$ cat src/inc/dram_ctrl_consts.svh
// constants for the dynamic ram controller
// assumes one 20 mhz core clock
// What this block does
// - all outputs change on the core clock
// - advanced read: status line and latch strobe
// - short refresh strap selects 64-row interval
// - timer requests refresh; external refresh restarts it
// - refresh row counter advances after each refresh
// - row address first, then column address
// - refresh drives counter, row strobe only
// - address outputs are inverted
// - memory requests beat refresh requests
// - requests synchronised and held pending
// - exactly one of five states
// - read plus write runs test cycle
// - refresh asserts all row strobes only
// - internal refresh every 15.6 us, or every 31.2 us with short refresh strap
// - external refresh latched, starts only when idle
// - refresh runs right after memory cycle
// - latch strobe counts only with status high
// - read during refresh delays system acknowledge
// - chip select gates read and write requests, not test requests, cycles complete
// - bank selects pick one row strobe
// - system acknowledge asserts at cycle start
// - early write, no write enable on reads
`ifndef DRAM_CTRL_CONSTS_SVH
`define DRAM_CTRL_CONSTS_SVH
`define CLK_MHZ 20
`define REF_LONG_NS 15600
`define REF_SHORT_NS 31200
`define REF_LONG_CYC ((`REF_LONG_NS * `CLK_MHZ) / 1000)
`define REF_SHORT_CYC ((`REF_SHORT_NS * `CLK_MHZ) / 1000)
`define T_ROW 3'h1
`define T_COL 3'h2
`define T_ACK 3'h4
`define T_END 3'h5
`define T_REF_END 3'h4
`endif

$ cat src/inc/dram_ctrl_pkg.sv
// types for the dynamic ram controller
// assumes the consts header is included where needed
package dram_ctrl_pkg;
	typedef enum logic [2:0] {st_idle, st_test, st_refresh, st_read, st_write} state_t;
endpackage : dram_ctrl_pkg

$ cat src/inc/dram_req_if.sv
// request bundle from the synchroniser to the sequencer
// assumes both ends on core_clk
`timescale 1ns/1ps
interface dram_req_if;
	logic rd;
	logic wr;
	logic ext_ref;
	logic ale_fall;
	modport sync (output rd, output wr, output ext_ref, output ale_fall);
	modport seq (input rd, input wr, input ext_ref, input ale_fall);
endinterface : dram_req_if

$ cat src/core/dynamic_ram_controller.sv
// dynamic ram controller sequencer, refresh timer and address mux
// assumes asynchronous cpu pins, straps stable after reset
`timescale 1ns/1ps
`include "dram_ctrl_consts.svh"
module dynamic_ram_controller #(
	parameter int REF_LONG = `REF_LONG_CYC,
	parameter int REF_SHORT = `REF_SHORT_CYC,
	parameter int AW = 7
) (
	input wire logic core_clk,
	input wire logic rstn,
	input wire logic read_request_n,
	input wire logic write_request_n,
	input wire logic external_refresh_request,
	input wire logic protected_select_n,
	input wire logic advanced_read_strap,
	input wire logic short_refresh_strap,
	input wire logic bank_select_lo,
	input wire logic bank_select_hi,
	input wire logic [AW-1:0] row_address_in,
	input wire logic [AW-1:0] column_address_in,
	output logic [AW-1:0] memory_address_out_n,
	output logic [3:0] row_strobe_n,
	output logic column_strobe_n,
	output logic write_enable_n,
	output logic system_ack_n,
	output logic transfer_ack_n
);
	dram_req_if req ();
	req_sync u_sync (
		.core_clk(core_clk),
		.rstn(rstn),
		.rd_pin(~read_request_n),
		.wr_pin(~write_request_n),
		.ref_pin(external_refresh_request),
		.req(req)
	);
	dram_ctrl_pkg::state_t state, next_state;
	logic [2:0] step;
	logic [7:0] ref_row;
	logic [15:0] timer;
	logic int_ref_pend, ext_ref_pend, delay_ack, adv_pend, ext_prev;
	logic rd_prev, wr_prev;
	wire logic [15:0] limit;
	wire logic sel, test_req, rd_edge, wr_edge, adv_req, mem_rd, mem_wr, ref_pend;
	wire logic cyc_done, ext_start;
	wire logic [1:0] bank;
	wire logic [3:0] bank_strobe;
	function automatic logic [3:0] decode_bank(input logic [1:0] b);
		decode_bank = 4'h1 << b;
	endfunction : decode_bank
	assign limit = short_refresh_strap ? 16'(REF_SHORT) : 16'(REF_LONG);
	assign sel = ~protected_select_n;
	assign test_req = req.rd & req.wr & ~advanced_read_strap;
	assign rd_edge = req.rd & ~rd_prev;
	assign wr_edge = req.wr & ~wr_prev;
	assign adv_req = req.ale_fall & req.rd & sel;
	assign mem_rd = advanced_read_strap ? adv_pend : (req.rd & sel & ~req.wr);
	assign mem_wr = req.wr & sel & ~req.rd;
	assign ext_start = req.ext_ref & ~ext_prev & ~advanced_read_strap;
	assign ref_pend = int_ref_pend | ext_ref_pend;
	assign cyc_done = (state == dram_ctrl_pkg::st_refresh) ? (step == `T_REF_END) :
		(step == `T_END);
	assign bank = advanced_read_strap ? {1'b1, bank_select_lo} : {bank_select_hi, bank_select_lo};
	assign bank_strobe = decode_bank(bank);
	always_comb begin
		next_state = state;
		case (state)
			dram_ctrl_pkg::st_idle: begin
				if (test_req && (rd_edge || wr_edge))
					next_state = dram_ctrl_pkg::st_test;
				else if (mem_wr && wr_edge)
					next_state = dram_ctrl_pkg::st_write;
				else if (mem_rd && (rd_edge || advanced_read_strap))
					next_state = dram_ctrl_pkg::st_read;
				else if (ref_pend)
					next_state = dram_ctrl_pkg::st_refresh;
			end
			dram_ctrl_pkg::st_test: next_state = dram_ctrl_pkg::st_write;
			dram_ctrl_pkg::st_refresh, dram_ctrl_pkg::st_read, dram_ctrl_pkg::st_write: begin
				if (cyc_done)
					next_state = dram_ctrl_pkg::st_idle;
			end
			default: next_state = dram_ctrl_pkg::st_idle;
		endcase
	end
	always_ff @(posedge core_clk) begin
		if (!rstn) begin
			state <= dram_ctrl_pkg::st_idle;
			step <= 3'h0;
			rd_prev <= 1'b0;
			wr_prev <= 1'b0;
		end else begin
			state <= next_state;
			step <= (next_state != state) ? 3'h0 : step + 3'h1;
			rd_prev <= (state == dram_ctrl_pkg::st_idle) ? req.rd : rd_prev & req.rd;
			wr_prev <= (state == dram_ctrl_pkg::st_idle) ? req.wr : wr_prev & req.wr;
		end
	end
	always_ff @(posedge core_clk) begin
		if (!rstn) begin
			timer <= 16'h0000;
			int_ref_pend <= 1'b0;
			ext_ref_pend <= 1'b0;
			adv_pend <= 1'b0;
			delay_ack <= 1'b0;
			ref_row <= 8'h00;
			ext_prev <= 1'b0;
		end else begin
			ext_prev <= req.ext_ref;
			if (ext_start || timer >= limit - 16'h0001)
				timer <= 16'h0000;
			else
				timer <= timer + 16'h0001;
			if (timer >= limit - 16'h0001 && !ext_start)
				int_ref_pend <= 1'b1;
			else if (state == dram_ctrl_pkg::st_refresh && cyc_done)
				int_ref_pend <= 1'b0;
			if (ext_start)
				ext_ref_pend <= 1'b1;
			else if (state == dram_ctrl_pkg::st_refresh && cyc_done)
				ext_ref_pend <= 1'b0;
			if (adv_req)
				adv_pend <= 1'b1;
			else if (state == dram_ctrl_pkg::st_read)
				adv_pend <= 1'b0;
			if (state == dram_ctrl_pkg::st_refresh && (req.rd || adv_req))
				delay_ack <= 1'b1;
			else if (state == dram_ctrl_pkg::st_read && cyc_done)
				delay_ack <= 1'b0;
			if (state == dram_ctrl_pkg::st_test)
				ref_row <= 8'h00;
			else if (state == dram_ctrl_pkg::st_refresh && cyc_done)
				ref_row <= ref_row + 8'h01;
		end
	end
	wire logic is_mem, is_ref, col_phase, we_on;
	assign is_mem = (state == dram_ctrl_pkg::st_read) || (state == dram_ctrl_pkg::st_write);
	assign is_ref = state == dram_ctrl_pkg::st_refresh;
	assign col_phase = step >= `T_COL;
	assign we_on = (state == dram_ctrl_pkg::st_write) && step >= `T_ROW;
	always_ff @(posedge core_clk) begin
		if (!rstn) begin
			memory_address_out_n <= '1;
			row_strobe_n <= 4'hF;
			column_strobe_n <= 1'b1;
			write_enable_n <= 1'b1;
			system_ack_n <= 1'b1;
			transfer_ack_n <= 1'b1;
		end else begin
			if (is_ref)
				memory_address_out_n <= ~ref_row[AW-1:0];
			else if (is_mem && col_phase)
				memory_address_out_n <= ~column_address_in;
			else
				memory_address_out_n <= ~row_address_in;
			row_strobe_n <= is_ref ? 4'h0 :
				(is_mem && step >= `T_ROW ? ~bank_strobe : 4'hF);
			column_strobe_n <= ~(is_mem && step > `T_COL);
			write_enable_n <= ~we_on;
			system_ack_n <= ~(is_mem && (delay_ack ? step >= `T_ACK : 1'b1));
			transfer_ack_n <= ~(is_mem && step >= `T_ACK);
		end
	end
endmodule : dynamic_ram_controller

$ cat src/core/req_sync.sv
// three-stage synchronisers for the asynchronous request pins
// assumes pins are active high levels here
`timescale 1ns/1ps
module req_sync (
	input wire logic core_clk,
	input wire logic rstn,
	input wire logic rd_pin,
	input wire logic wr_pin,
	input wire logic ref_pin,
	dram_req_if.sync req
);
	logic [2:0] s_rd, s_wr, s_ref;
	logic ref_prev;
	always_ff @(posedge core_clk) begin
		if (!rstn) begin
			s_rd <= 3'h0;
			s_wr <= 3'h0;
			s_ref <= 3'h0;
			req.rd <= 1'b0;
			req.wr <= 1'b0;
			req.ext_ref <= 1'b0;
			ref_prev <= 1'b0;
		end else begin
			s_rd <= {s_rd[1:0], rd_pin};
			s_wr <= {s_wr[1:0], wr_pin};
			s_ref <= {s_ref[1:0], ref_pin};
			if (s_rd[1] == s_rd[2])
				req.rd <= s_rd[2];
			if (s_wr[1] == s_wr[2])
				req.wr <= s_wr[2];
			if (s_ref[1] == s_ref[2])
				req.ext_ref <= s_ref[2];
			ref_prev <= req.ext_ref;
		end
	end
	assign req.ale_fall = ref_prev & ~req.ext_ref;
endmodule : req_sync

$ cat config.mk
export PLATFORM = sky130hd
export DESIGN_NAME = dynamic_ram_controller
export DESIGN_NICKNAME = d
export VERILOG_FILES = /design/src/inc/dram_ctrl_pkg.sv /design/src/inc/dram_req_if.sv /design/src/core/dynamic_ram_controller.sv /design/src/core/req_sync.sv
export VERILOG_INCLUDE_DIRS = /design/src /design/src/inc
export SDC_FILE = /design/constraint.sdc
export NUM_CORES = 1
export LEC_CHECK = 0
export ABC_AREA = 0
export CAP_MARGIN = 20
export CORE_MARGIN = 4
export CORE_UTILIZATION = 25
export DETAILED_ROUTE_END_ITERATION = 8
export DONT_BUFFER_PORTS = 1
export PLACE_DENSITY_LB_ADDON = 0.25
export SETUP_SLACK_MARGIN = 0.15
export SLEW_MARGIN = 20
export SYNTH_ARGS = -nofsm -noshare
export SYNTH_HDL_FRONTEND = slang
export SYNTH_SLANG_ARGS = --single-unit
$ cat constraint.sdc
create_clock -name core_clk -period 2 [get_ports core_clk]
set_clock_uncertainty 0.2 [all_clocks]
set_input_delay 0.4 -clock core_clk [delete_from_list [all_inputs] [get_ports core_clk]]
set_output_delay 0.4 -clock core_clk [all_outputs]
set_load 0.1 [all_outputs]
=== Word level (Yosys, flattened, before mapping) ===
Index checks and enable logic that the tools add are counted.

* Output and inout port bits: 15
* Register bits after elaboration: 64
* Word-level logic and storage cells: 130
* Bits of input ports: 24

* Shifts and indexed selects: 1
* Magnitude comparators: 5
* Bitwise logic cells: 35
* $add $sub $neg: 4
* Mux-type cells: 24
* Reductions and logical operators: 28
* Equal/unequal tests: 10

{| class="wikitable"
|+ Operators with widths
! operator !! number
|-
| inverter 7 bit || 3
|-
| adder 16 x 1 -> 16 bit, second input constant || 1
|-
| >= comparator 16 bit || 1
|-
| bitwise AND 1 bit || 15
|-
| two-way mux 3 bit || 5
|-
| inverter 1 bit || 15
|-
| two-way mux 7 bit || 2
|-
| logical AND 1 bit || 13
|-
| two-way mux 1 bit || 12
|-
| subtractor 10 x 1 -> 11 bit, second input constant || 1
|-
| two-way mux 10 bit || 1
|-
| equality test 3 bit, second input constant || 3
|-
| case mux 3 bit (3 select lines) || 1
|-
| adder 8 x 1 -> 8 bit, second input constant || 1
|-
| two-way mux 4 bit || 2
|-
| nonzero test 2 bit || 4
|-
| equality test 3 x 2 -> 1 bit, second input constant || 2
|-
| OR reduction 2 bit || 3
|-
| logical OR 1 bit || 5
|-
| inverter 4 bit || 1
|-
| << shifter 1 x 2 -> 4 bit, first input constant || 1
|-
| adder 3 x 1 -> 3 bit, second input constant || 1
|-
| equality test 1 bit || 3
|-
| equality test 3 x 1 -> 1 bit, second input constant || 1
|-
| 10 further kinds || 10
|}

=== Longest topological paths before layout ===
Gate-level depths: netlist of run 1.

* Depth after elaboration: 11
* Gate-level depth with buffers: 7
* Depth with buffers taken out: 6

=== Modules after synthesis ===
Synthesis of run 1 repeated with hierarchy kept, for this count alone.

* Cell total of the unflattened synthesis: 290
* Area, all modules: 2685.1 um^2

{| class="wikitable"
|+ Modules (own cells, without submodules)
! module !! area each (um^2) !! times used !! sequential area each (um^2) !! cells an instance
|-
| dynamic_ram_controller || 2288.4 || 1 || 1021.0 || 256
|-
| req_sync || 396.6 || 1 || 260.2 || 34
|}

=== Worst setup path after synthesis of run 1 ===
No wires, ideal clock.

* Kind: input to register
* From: input short_refresh_strap
* To: register timer[10]
* Stages on the path: 7
* Setup time: 0.064 ns
* Buffers on the path: 1
* Data required time: 1.736 ns
* Arrival time: 1.601 ns
* Path slack: 0.136 ns
* Path through: inv_1 ha_1 o211ai_1 nand4_1 or3_1 buf_2 nor2_1

* Cells in the longest elaborated chain, start to end: 5

{| class="wikitable"
|+ Ends and longest elaborated chain
! what !! RTL line !! source
|-
| start, declared || dynamic_ram_controller.sv:17 || <nowiki>input wire logic short_refresh_strap,</nowiki>
|-
| two-way mux 10 bit || dynamic_ram_controller.sv:52 || <nowiki>assign limit = short_refresh_strap ? 16'(REF_SHORT) : 16'(REF_LONG);</nowiki>
|-
| subtractor 10 x 1 -> 11 bit || dynamic_ram_controller.sv:111 || <nowiki>if (ext_start || timer >= limit - 16'h0001)</nowiki>
|-
| >= comparator 16 bit || dynamic_ram_controller.sv:111 ||
|-
| logical OR 1 bit || dynamic_ram_controller.sv:111 ||
|-
| OR reduction 2 bit (no source line) || - ||
|-
| end signal, assigned || dynamic_ram_controller.sv:114 || <nowiki>timer <= timer + 16'h0001;</nowiki>
|-
| end, declared || dynamic_ram_controller.sv:41 || <nowiki>logic [15:0] timer;</nowiki>
|}

Every way passes these cells.
A chain may end at the register's enable or synchronous reset.

=== Final worst setup path of run 1 ===
* From: register u_sync.req.wr
* To: register step[2]

* Cells in the longest elaborated chain, start to end: 10
* Elaborated cells on any way between the ends: 18
* Those cells by class: 1 x eq/ne; 5 x mux; 7 x bitwise; 5 x reduce/logical

{| class="wikitable"
|+ Ends and longest elaborated chain
! what !! RTL line !! source
|-
| start, declared || dram_req_if.sv:9 || <nowiki>modport sync (output rd, output wr, output ext_ref, output ale_fall);</nowiki>
|-
| start signal, assigned || req_sync.sv:30 || <nowiki>req.wr <= s_wr[2];</nowiki>
|-
| inverter 1 bit || dynamic_ram_controller.sv:58 || <nowiki>assign mem_rd = advanced_read_strap ? adv_pend : (req.rd & sel & ~req.wr);</nowiki>
|-
| bitwise AND 1 bit || dynamic_ram_controller.sv:58 ||
|-
| two-way mux 1 bit || dynamic_ram_controller.sv:58 ||
|-
| logical AND 1 bit || dynamic_ram_controller.sv:74 || <nowiki>else if (mem_rd && (rd_edge || advanced_read_strap))</nowiki>
|-
| two-way mux 3 bit || dynamic_ram_controller.sv:74 ||
|-
| two-way mux 3 bit || dynamic_ram_controller.sv:72 || <nowiki>else if (mem_wr && wr_edge)</nowiki>
|-
| two-way mux 3 bit (*) || dynamic_ram_controller.sv:70 || <nowiki>if (test_req && (rd_edge || wr_edge))</nowiki>
|-
| case mux 3 bit (3 select lines) (*) || dynamic_ram_controller.sv:68 || <nowiki>case (state)</nowiki>
|-
| inequality test 3 bit (*) || dynamic_ram_controller.sv:95 || <nowiki>step <= (next_state != state) ? 3'h0 : step + 3'h1;</nowiki>
|-
| OR reduction 2 bit (no source line) (*) || - ||
|-
| end signal, assigned || dynamic_ram_controller.sv:95 ||
|-
| end, declared || dynamic_ram_controller.sv:39 || <nowiki>logic [2:0] step;</nowiki>
|}

Every way passes the cells marked *; elsewhere a longest branch is shown, timed or not.

==> reports/qor.yml, run 1 <==
clock_tree:
  cts_tree: "done"
  cts.reportedPaths.clkPinSlew_ps: 70
  root_buffer: "clkbuf_8"
  insertion_delay_ps: 340
  h-tree-depth: 3
  clock_path_buffers: 2
  cts_buffers: 9
  cts_sinks: 63
placement:
  hpwl_um: 3870
  place_congestion: 0.788
  numPortBuffers: 0
  place_area_um2: 3030
  dp_slack_ps: 42.7
cells_and_area:
  drive_above_1_share_pct: 24.7
  antenna_cells_inserted: 0
  fin_util_pct: 33.6
  layout-area-overhead-vs-synth_pct: 29.4
  stdcell_area_um2: 3500
  final_nets: 361
  multi_input_area_um2: 1450
  fillCellCount: 1098
  seq_area_um2: 1270
global_routing:
  grt_pass1_vias: 2018
  grt_max_degree: 32
  grt_use_total_pct: 9.48
  grt_antenna_before_repair: 0
  overflow: 0
  grt_pass1_wl_um: 9630
floorplanning:
  die_w_um: 112
  dieArea_um2: 12500
  fp.dieH_um: 112
  io_pins: 39
  start_util_pct: 26.0
  num_rows: 37
  core_area_um2: 10400
power_and_ir_drop:
  pwr-share-seq_pct: 41.3
  power.share.clock_pct: 42.0
  vdd_drop_max_uv: 383
  p_leak_nw: 1.30
  power.density_nw_per_um2: 919
  p_switching_mw: 0.903
  internal_power_mw: 2.31
  sw_frac_of_total_pct: 28.1
  p_comb_share_pct: 16.7
sta:
  tns_ps: 0
  rsz0062_at_grt: "yes"
  period_needed_ps: 1920
  fin_crit_sh_pct: 95.8
  setup_ws_ps: 83.3
  tightest_slew_ps: 1070
  holdWs_ps: 43.5
  slew_headroom_pct: 28.6
  fmax_mhz: 522
  slew_viol_final: 0
  finalHoldViolCount: 0
  setup_violations: 0
flow_run:
  maxCapViolations: 0
logic_synthesis:
  avgSynthCellArea_um2: 9.45
  yosysUniqueCellTypes: 47
  yosysWarningCount: 0
  synth_edf_count: 0
  synthFlopType: "dfxtp_1"
  syn_inst: 286
  async_flop_share_pct: 0
  yosys_register_bits: 63
  netlist_area_um2: 2700
  yosysSeqAreaShare_pct: 46.6
detailed_routing:
  vias_per_cell: 4.53
  wire_per_inst_um: 12.3
  wirelength_um: 5750
  drc: 0
  drt_pass1_iterations: 4
  dr_total_vias: 2120
  ant_nets: 0
  first_iter_violations: 41
min_path:
  whs_path_depth: 2
  hp-class: "in -> reg"
worst_setup_path:
  criticalPathCategory: "reg -> reg"
  ff2ff_path_depth: 5
  cp-start-kind: "flip-flop"
  arrival_ps: 1950
  crit_required_ps: 2030
  end_kind: "flip-flop"
  crit_fanout: 3
  ff2ff_setup_slack_ps: 80
run_status:
  status: "complete, no violations"
## synthesized netlist by cell type, drive strengths merged (3+ instances only)
library cell / number / area share (%)
a21boi: 6 / 1.7
a21oi: 7 / 1.7
a31oi: 3 / 0.69
and2: 14 / 3.2
clkbuf: 11 / 1.5
dfxtp: 63 / 47
ha: 10 / 4.6
inv: 7 / 0.97
mux2: 7 / 2.9
nand2: 21 / 2.9
nand3: 8 / 1.5
nand4: 5 / 1.2
nor2: 25 / 3.5
nor2b: 5 / 1.2
nor3: 6 / 1.1
nor4: 9 / 2.3
nor4b: 3 / 1.5
o211ai: 9 / 2.5
o21ai: 17 / 3.1
or3: 9 / 2.1
xnor2: 8 / 2.6
xor2: 7 / 2.3
## cell families (layout without fill, tap and decap cells)
kind of cell               after synthesis  in the layout  synth area share, %
and+or+nand+nor                        120            120                 25.1
DFF                                     63             63                 46.6
AOI/OAI and AO/OA                       50             50                 12.6
buffers and inverters                   20             62                 3.10
xor gates and xnor gates                15             15                 4.86
adders and majority gates               10             10                 4.63
muxes                                    7              7                 2.92
other                                    1              5                0.139
## power by group through the flow
stage                     registers (mW)  clock network [mW]  logic [mW]
final                               1.33                1.35       0.537
after CTS                           1.33                1.39       0.524
after global placement              1.36                   0       0.487
after detailed placement            1.36                   0       0.491
after global routing                1.34                1.44       0.578
after floorplan                     1.55                   0       0.176
## metal layers
| metal | vias to the layer above | part of all wire [%] | global-route usage (%) |
|---|---|---|---|
| met4 | 0 | 2.4 | 4.17 |
| met1 | 960 | 47 | 11.7 |
| li1 | 1087 | - | - |
| met5 | - | 0 | 0 |
| met3 | 14 | 8.2 | 4.51 |
| met2 | 59 | 43 | 14.1 |
## final cells by class
type / count / area share [%]
clock inverter: 7 / 3.47
sequential: 63 / 36.4
timing repair buffer: 39 / 9.51
tap: 136 / 4.86
multi-input combinational: 207 / 41.5
clock buffer: 9 / 3.54
inverter: 7 / 0.751
## cell usage in the layout (no fill, tap or decap), drive strengths merged, types with 3 or more instances in the layout
master,instances
mux2,7
nor3,6
nor2b,5
a31oi,3
a21boi,6
clkinv,4
nor2,25
nand2,21
clkbuf,9
o21ai,17
dlygate4sd3,6
nor4b,3
nor4,9
buf,32
bufinv,3
nand4,5
conb,5
ha,10
inv,7
dfxtp,63
or3,9
xor2,7
nand3,8
a21oi,7
and2,14
xnor2,8
o211ai,9
## final timing paths
check / endpoint / startpoint
worst min register to register: u_sync.s_wr[1] / u_sync.s_wr[0]
worst max register to register: step[2] / u_sync.req.wr
worst max-delay path: step[2] / u_sync.req.wr
worst min-delay path: row_strobe_n[2] / bank_select_lo
## critical path: stages, from the launching register on
cell,delay [ps]
dfxtp_4,340
or4b_4,520
o21a_1,200
o211ai_1,330
buf_4,180
nor4_2,30
## registers in the layout, indices dropped and copies added (netlist names), 3 cells and up
| register | cells |
|---|---|
| timer | 16 |
| u_sync.s_wr | 3 |
| memory_address_out_n | 7 |
| step | 3 |
| u_sync.s_rd | 3 |
| row_strobe_n | 4 |
| ref_row | 7 |
| u_sync.s_ref | 3 |
| state | 3 |
## per-stage QoR
step,instances,power (mW)
floorplan,290,1.73
global placement,440,1.84
detailed placement,440,1.85
CTS,467,3.24
global route,468,3.36
finish,468,3.22
## timing repair
| item | 4_1_cts | 5_1_grt |
|---|---|---|
| hold buffers | 7 | 0 |
| setup buffers | 4 | 1 |
| resized for setup | 11 | 19 |
| endpoints found under the hold margin | 33 | 0 |
| endpoints found under the setup margin | 11 | 32 |
| pin swaps | 6 | 11 |
(Power assumes the default switching activity.)
==> run 2: changes to the inputs <==
==> constraint.sdc (replaced) <==
create_clock -name core_clk -period 2 [get_ports core_clk]
set_clock_uncertainty 0.2 [all_clocks]
set_input_delay 0 -clock core_clk [delete_from_list [all_inputs] [get_ports core_clk]]
set_output_delay 0 -clock core_clk [all_outputs]
set_load 0.1 [all_outputs]
==> run 2 against run 1 <==
Compared with the run above:
- the run now ends with negative hold slack left
- hold slack got worse by 490 ps
- first-iteration DRC count grew 22%
- cell area up 1.5%
- sequential cell count did not move
- critical path type unchanged
- highest routed layer unchanged
==> reports/qor.yml, run 2 (synthesis results as in run 1) <==
detailed_routing:
  drc: 0
  wirelength_um: 5760
  vias_per_cell: 4.54
  drt_pass1_iterations: 4
  dr_total_vias: 2172
  first_iter_violations: 50
  wire_per_inst_um: 12.1
  ant_nets: 0
cells_and_area:
  top_regs: "timer (16), memory_address_out_n (7), ref_row (7)"
  antenna_cells_inserted: 0
  fillCellCount: 1091
  largest_register: "timer"
  final_cell_mix: "55 x dfxtp_1, 29 x buf_4, 25 x nor2_1, 20 x nand2_1, 19 x dlygate4sd3_1"
  layout-area-overhead-vs-synth_pct: 31.4
  final_nets: 371
  drive_above_1_share_pct: 23.4
  instances_no_fill: 478
  fin_util_pct: 34.1
  largest_reg_flops: 16
  final_common_cell: "dfxtp_1"
worst_setup_path:
  crit_required_ps: 2070
  cpLargestDelayFamily: "simple AND/OR/NAND/NOR gates"
  crit_chain: "or3b_4 -> a21oi_4 -> buf_12 -> mux2_2 -> o211ai_1"
  crit_buf_inv: 1
  cp-start-kind: "flip-flop"
  criticalPathCategory: "reg -> reg"
  crit_fanout: 7
  end_kind: "flip-flop"
  slowest_stage: "or3b_4"
  arrival_ps: 1850
  max_stage_delay_ps: 400
power_and_ir_drop:
  finalPower_mw: 3.08
  p_leak_nw: 1.33
  power.density_nw_per_um2: 866
  vdd_drop_max_uv: 437
global_routing:
  grt_antenna_before_repair: 0
  grt_use_total_pct: 9.23
  grt_max_degree: 39
  grt_pass1_vias: 2016
  overflow: 0
  grt_pass1_wl_um: 9300
clock_tree:
  cts.reportedPaths.clkPinSlew_ps: 70
  cts_sinks: 63
  cts_tree: "done"
  cts_buffers: 9
  clock_path_buffers: 2
  root_buffer: "clkbuf_8"
  insertion_delay_ps: 340
  h-tree-depth: 3
sta:
  finalHoldViolCount: 43
  setup_violations: 0
  fin_crit_sh_pct: 89.3
  fmax_mhz: 560
  tns_ps: 0
  period_needed_ps: 1790
  rsz0062_at_grt: "yes"
  holdWs_ps: -448
  slew_viol_final: 0
floorplanning:
  dieArea_um2: 12500
  num_rows: 37
  io_pins: 39
  core_area_um2: 10400
  fp.dieH_um: 112
  start_util_pct: 26.0
  die_w_um: 112
placement:
  hpwl_um: 3890
  numPortBuffers: 0
  post-place-cells: 439
  place_congestion: 0.818
run_status:
  status: "finished, violations left"
  violations: "negative hold slack"
min_path:
  hp-class: "in -> reg"
flow_run:
  maxCapViolations: 0
run 2: cell types whose count changed in the layout (fill, tap and decap cells not counted), sizes merged:
cell | before | now
dlygate4sd3 | 6 | 19
buf | 32 | 30
bufinv | 3 | 2
clkinvlp | 0 | 2
dlymetal6s4s | 1 | 0
clkinv | 4 | 3
run 2: layer usage:
layer / up-vias / track usage [%] / part of all wire, % / routed length [um]
met5: - / 0 / 0 / 0
met4: 0 / 2.96 / 1.2 / 67
met3: 5 / 5.16 / 8.1 / 465
met1: 1005 / 10.9 / 46 / 2620
li1: 1110 / - / - / -
met2: 52 / 14.3 / 45 / 2610
run 2: area by class of cell:
cell class	instances	area, um2	share of cell area, %
Timing Repair Buffer	49	428	12.0
Tap cell	136	170	4.79
Clock buffer	9	124	3.49
Multi-Input combinational cell	207	1430	40.3
Clock inverter	7	97.6	2.75
Inverter	7	26.3	0.739
Sequential cell	63	1280	35.9
run 2: worst paths after layout:
path              startpoint                      end  slack (ps)  cells past startpoint
setup / recovery    state[2]  memory_address_out_n[1]         210                      5
hold / removal          rstn          row_strobe_n[1]        -450                      1
setup reg to reg    state[2]  memory_address_out_n[1]         210                      5
hold reg to reg      step[0]                  step[0]         260                      1
run 2: metrics by stage:
stage	cell area, um2	setup slack, ps
4_1_cts	3470	135
5_1_grt	3550	134
2_1_floorplan	2720	266
6_report	3550	213
3_5_place_dp	3030	62.3
3_3_place_gp	3030	83.7
run 2: worst reg2reg max path, stage by stage, from the launching register on:
cell and delay, ps:
dfxtp_2 350, or3b_4 400, a21oi_4 150, buf_12 140
mux2_2 330, o211ai_1 150
run 2: timing repair:
| action | 4_1_cts | 5_1_grt |
|---|---|---|
| resized for setup | 7 | 18 |
| endpoints found under the setup margin | 22 | 26 |
| pin swaps | 2 | 7 |
| hold endpoints to repair | 58 | 44 |
| gates cloned | 0 | 0 |
| hold buffers | 18 | 1 |
| buffers inserted | 2 | 2 |
run 2: power breakdown:
group | internal [mW] | switching (mW)
combinational | 0.180 | 0.350
sequential | 1.31 | 0.0276
clock | 0.702 | 0.508
==> run 3: changes to the inputs <==
--- a/config.mk
+++ b/config.mk
@@ -11,4 +11,5 @@
 export CORE_MARGIN = 4
 export CORE_UTILIZATION = 25
+export CTS_CLUSTER_SIZE = 28
 export DETAILED_ROUTE_END_ITERATION = 8
 export DONT_BUFFER_PORTS = 1
--- a/constraint.sdc
+++ b/constraint.sdc
@@ -3,3 +3,3 @@
 set_input_delay 0 -clock core_clk [delete_from_list [all_inputs] [get_ports core_clk]]
 set_output_delay 0 -clock core_clk [all_outputs]
-set_load 0.1 [all_outputs]
+set_load 0.02 [all_outputs]
==> run 3 against run 2 <==
Compared with the run above:
- the run now ends clean
- sequential power hardly changed
- clock power hardly changed
- combinational power is 34% lower
- wire length is 4.0% higher
- critical path depth stayed put
- hold slack better by 510 ps
- sequential share of layout area is 0.35 points lower
- fmax is 1.2% lower
- clock-buffer cell count stayed put
==> reports/qor.yml, run 3 (synthesis results as in run 1) <==
cells_and_area:
  final_nets: 370
  stdcell_area_um2: 3600
  multi_input_area_um2: 1450
  layout-area-overhead-vs-synth_pct: 33.1
  antenna_cells_inserted: 0
  fillCellCount: 1067
  final_common_cell: "dfxtp_1"
  top_regs: "timer (16), memory_address_out_n (7), ref_row (7)"
  drive_above_1_share_pct: 20.5
  largest_register: "timer"
  final_cell_mix: "56 x dfxtp_1, 27 x dlygate4sd3_1, 25 x nor2_1, 20 x nand2_1, 19 x buf_4"
  seq_area_um2: 1280
  largest_reg_flops: 16
floorplanning:
  fp.dieH_um: 112
  io_pins: 39
  dieArea_um2: 12500
  core_area_um2: 10400
  num_rows: 37
  die_w_um: 112
  start_util_pct: 26.0
worst_setup_path:
  crit_fanout: 7
  max_stage_delay_ps: 410
  criticalPathCategory: "reg -> reg"
  crit_chain: "or3b_4 -> a21oi_4 -> buf_12 -> mux2_2 -> o211ai_1"
  slowest_stage: "or3b_4"
  cp-start-kind: "flip-flop"
  arrival_ps: 1870
  crit_required_ps: 2060
  ff2ff_path_depth: 5
  end_kind: "flip-flop"
global_routing:
  groute.layer.met2.usage_pct: 14.3
  grt_antenna_before_repair: 0
  use_met1_pct: 12.5
  grt_max_degree: 37
  gr-usage-met3_pct: 4.35
  grt_use_total_pct: 9.60
  grt.busiest_layer: "met2"
  grt_pass1_vias: 2034
  grt_pass1_wl_um: 9720
  overflow: 0
placement:
  place_congestion: 0.777
  hpwl_um: 3870
  numPortBuffers: 0
  place_area_um2: 2920
power_and_ir_drop:
  p_leak_nw: 1.31
  power.density_nw_per_um2: 818
  vdd_drop_max_uv: 446
min_path:
  whs_path_depth: 5
  hp-class: "in -> reg"
sta:
  tns_ps: 0
  fmax_mhz: 553
  setup_violations: 0
  holdWs_ps: 63.4
  period_needed_ps: 1810
  finalHoldViolCount: 0
  fin_crit_sh_pct: 90.4
  rsz0062_at_grt: "yes"
  slew_viol_final: 0
detailed_routing:
  ant_nets: 0
  drt_pass1_iterations: 4
  first_iter_violations: 58
  wire_per_inst_um: 12.6
  vias_per_cell: 4.55
  wirelength_um: 5990
  dr_total_vias: 2168
  drc: 0
clock_tree:
  cts.reportedPaths.clkPinSlew_ps: 70
  root_buffer: "clkbuf_8"
  insertion_delay_ps: 340
  cts_tree: "done"
  cts_buffers: 9
  cts_sinks: 63
  h-tree-depth: 3
  clock_path_buffers: 2
flow_run:
  maxCapViolations: 0
run_status:
  status: "complete, no violations"
run 3: final cells by class:
| cell class | instances | share of cell area (%) |
|---|---|---|
| multi-input combinational | 207 | 40.2 |
| sequential | 63 | 35.6 |
| timing repair buffer | 48 | 12.6 |
| tap | 136 | 4.73 |
| clock buffer | 9 | 3.44 |
| clock inverter | 7 | 2.71 |
| inverter | 7 | 0.730 |
run 3: worst paths after layout:
path                       startpoint  slack [ps]                       to
setup / recovery             state[1]         190  memory_address_out_n[5]
hold reg to reg        u_sync.s_rd[0]         240           u_sync.s_rd[1]
hold / removal    short_refresh_strap          60             int_ref_pend
setup reg to reg             state[1]         190  memory_address_out_n[5]
run 3: repair_timing:
action,CTS,global route
setup endpoints to repair,22,12
cloned,0,0
hold endpoints to repair,58,1
hold buffers,27,1
pin swaps,2,9
buffers inserted,2,6
resized for setup,6,22
run 3: stage by stage:
stage                     cells  util, %  total power, mW  setup WS, ps
after floorplan             290        -             1.57           266
after global placement      425     28.0             1.64          97.0
after detailed placement    425     28.0             1.64          62.6
after CTS                   470     33.3             2.95           146
after global routing        477     34.5             3.10           122
final                       477     34.5             2.94           192
run 3: worst max-delay path: cells and delay by family (launching register included):
| kind | cells | cell delay (ps) |
|---|---|---|
| compound gates | 2 | 290 |
| mux | 1 | 330 |
| simple gates | 1 | 410 |
| flops | 1 | 360 |
| buf+inv | 1 | 140 |
run 3: metal layers:
| layer | part of all wire, % | vias up |
|---|---|---|
| met5 | 0 | - |
| met3 | 6.9 | 7 |
| met2 | 43 | 65 |
| li1 | - | 1105 |
| met4 | 1.1 | 0 |
| met1 | 49 | 991 |
run 3: power by group:
part           internal (mW)  switching [mW]  total, mW
Sequential              1.31          0.0629       1.37
Clock                  0.703           0.522       1.22
Combinational          0.181           0.166      0.347
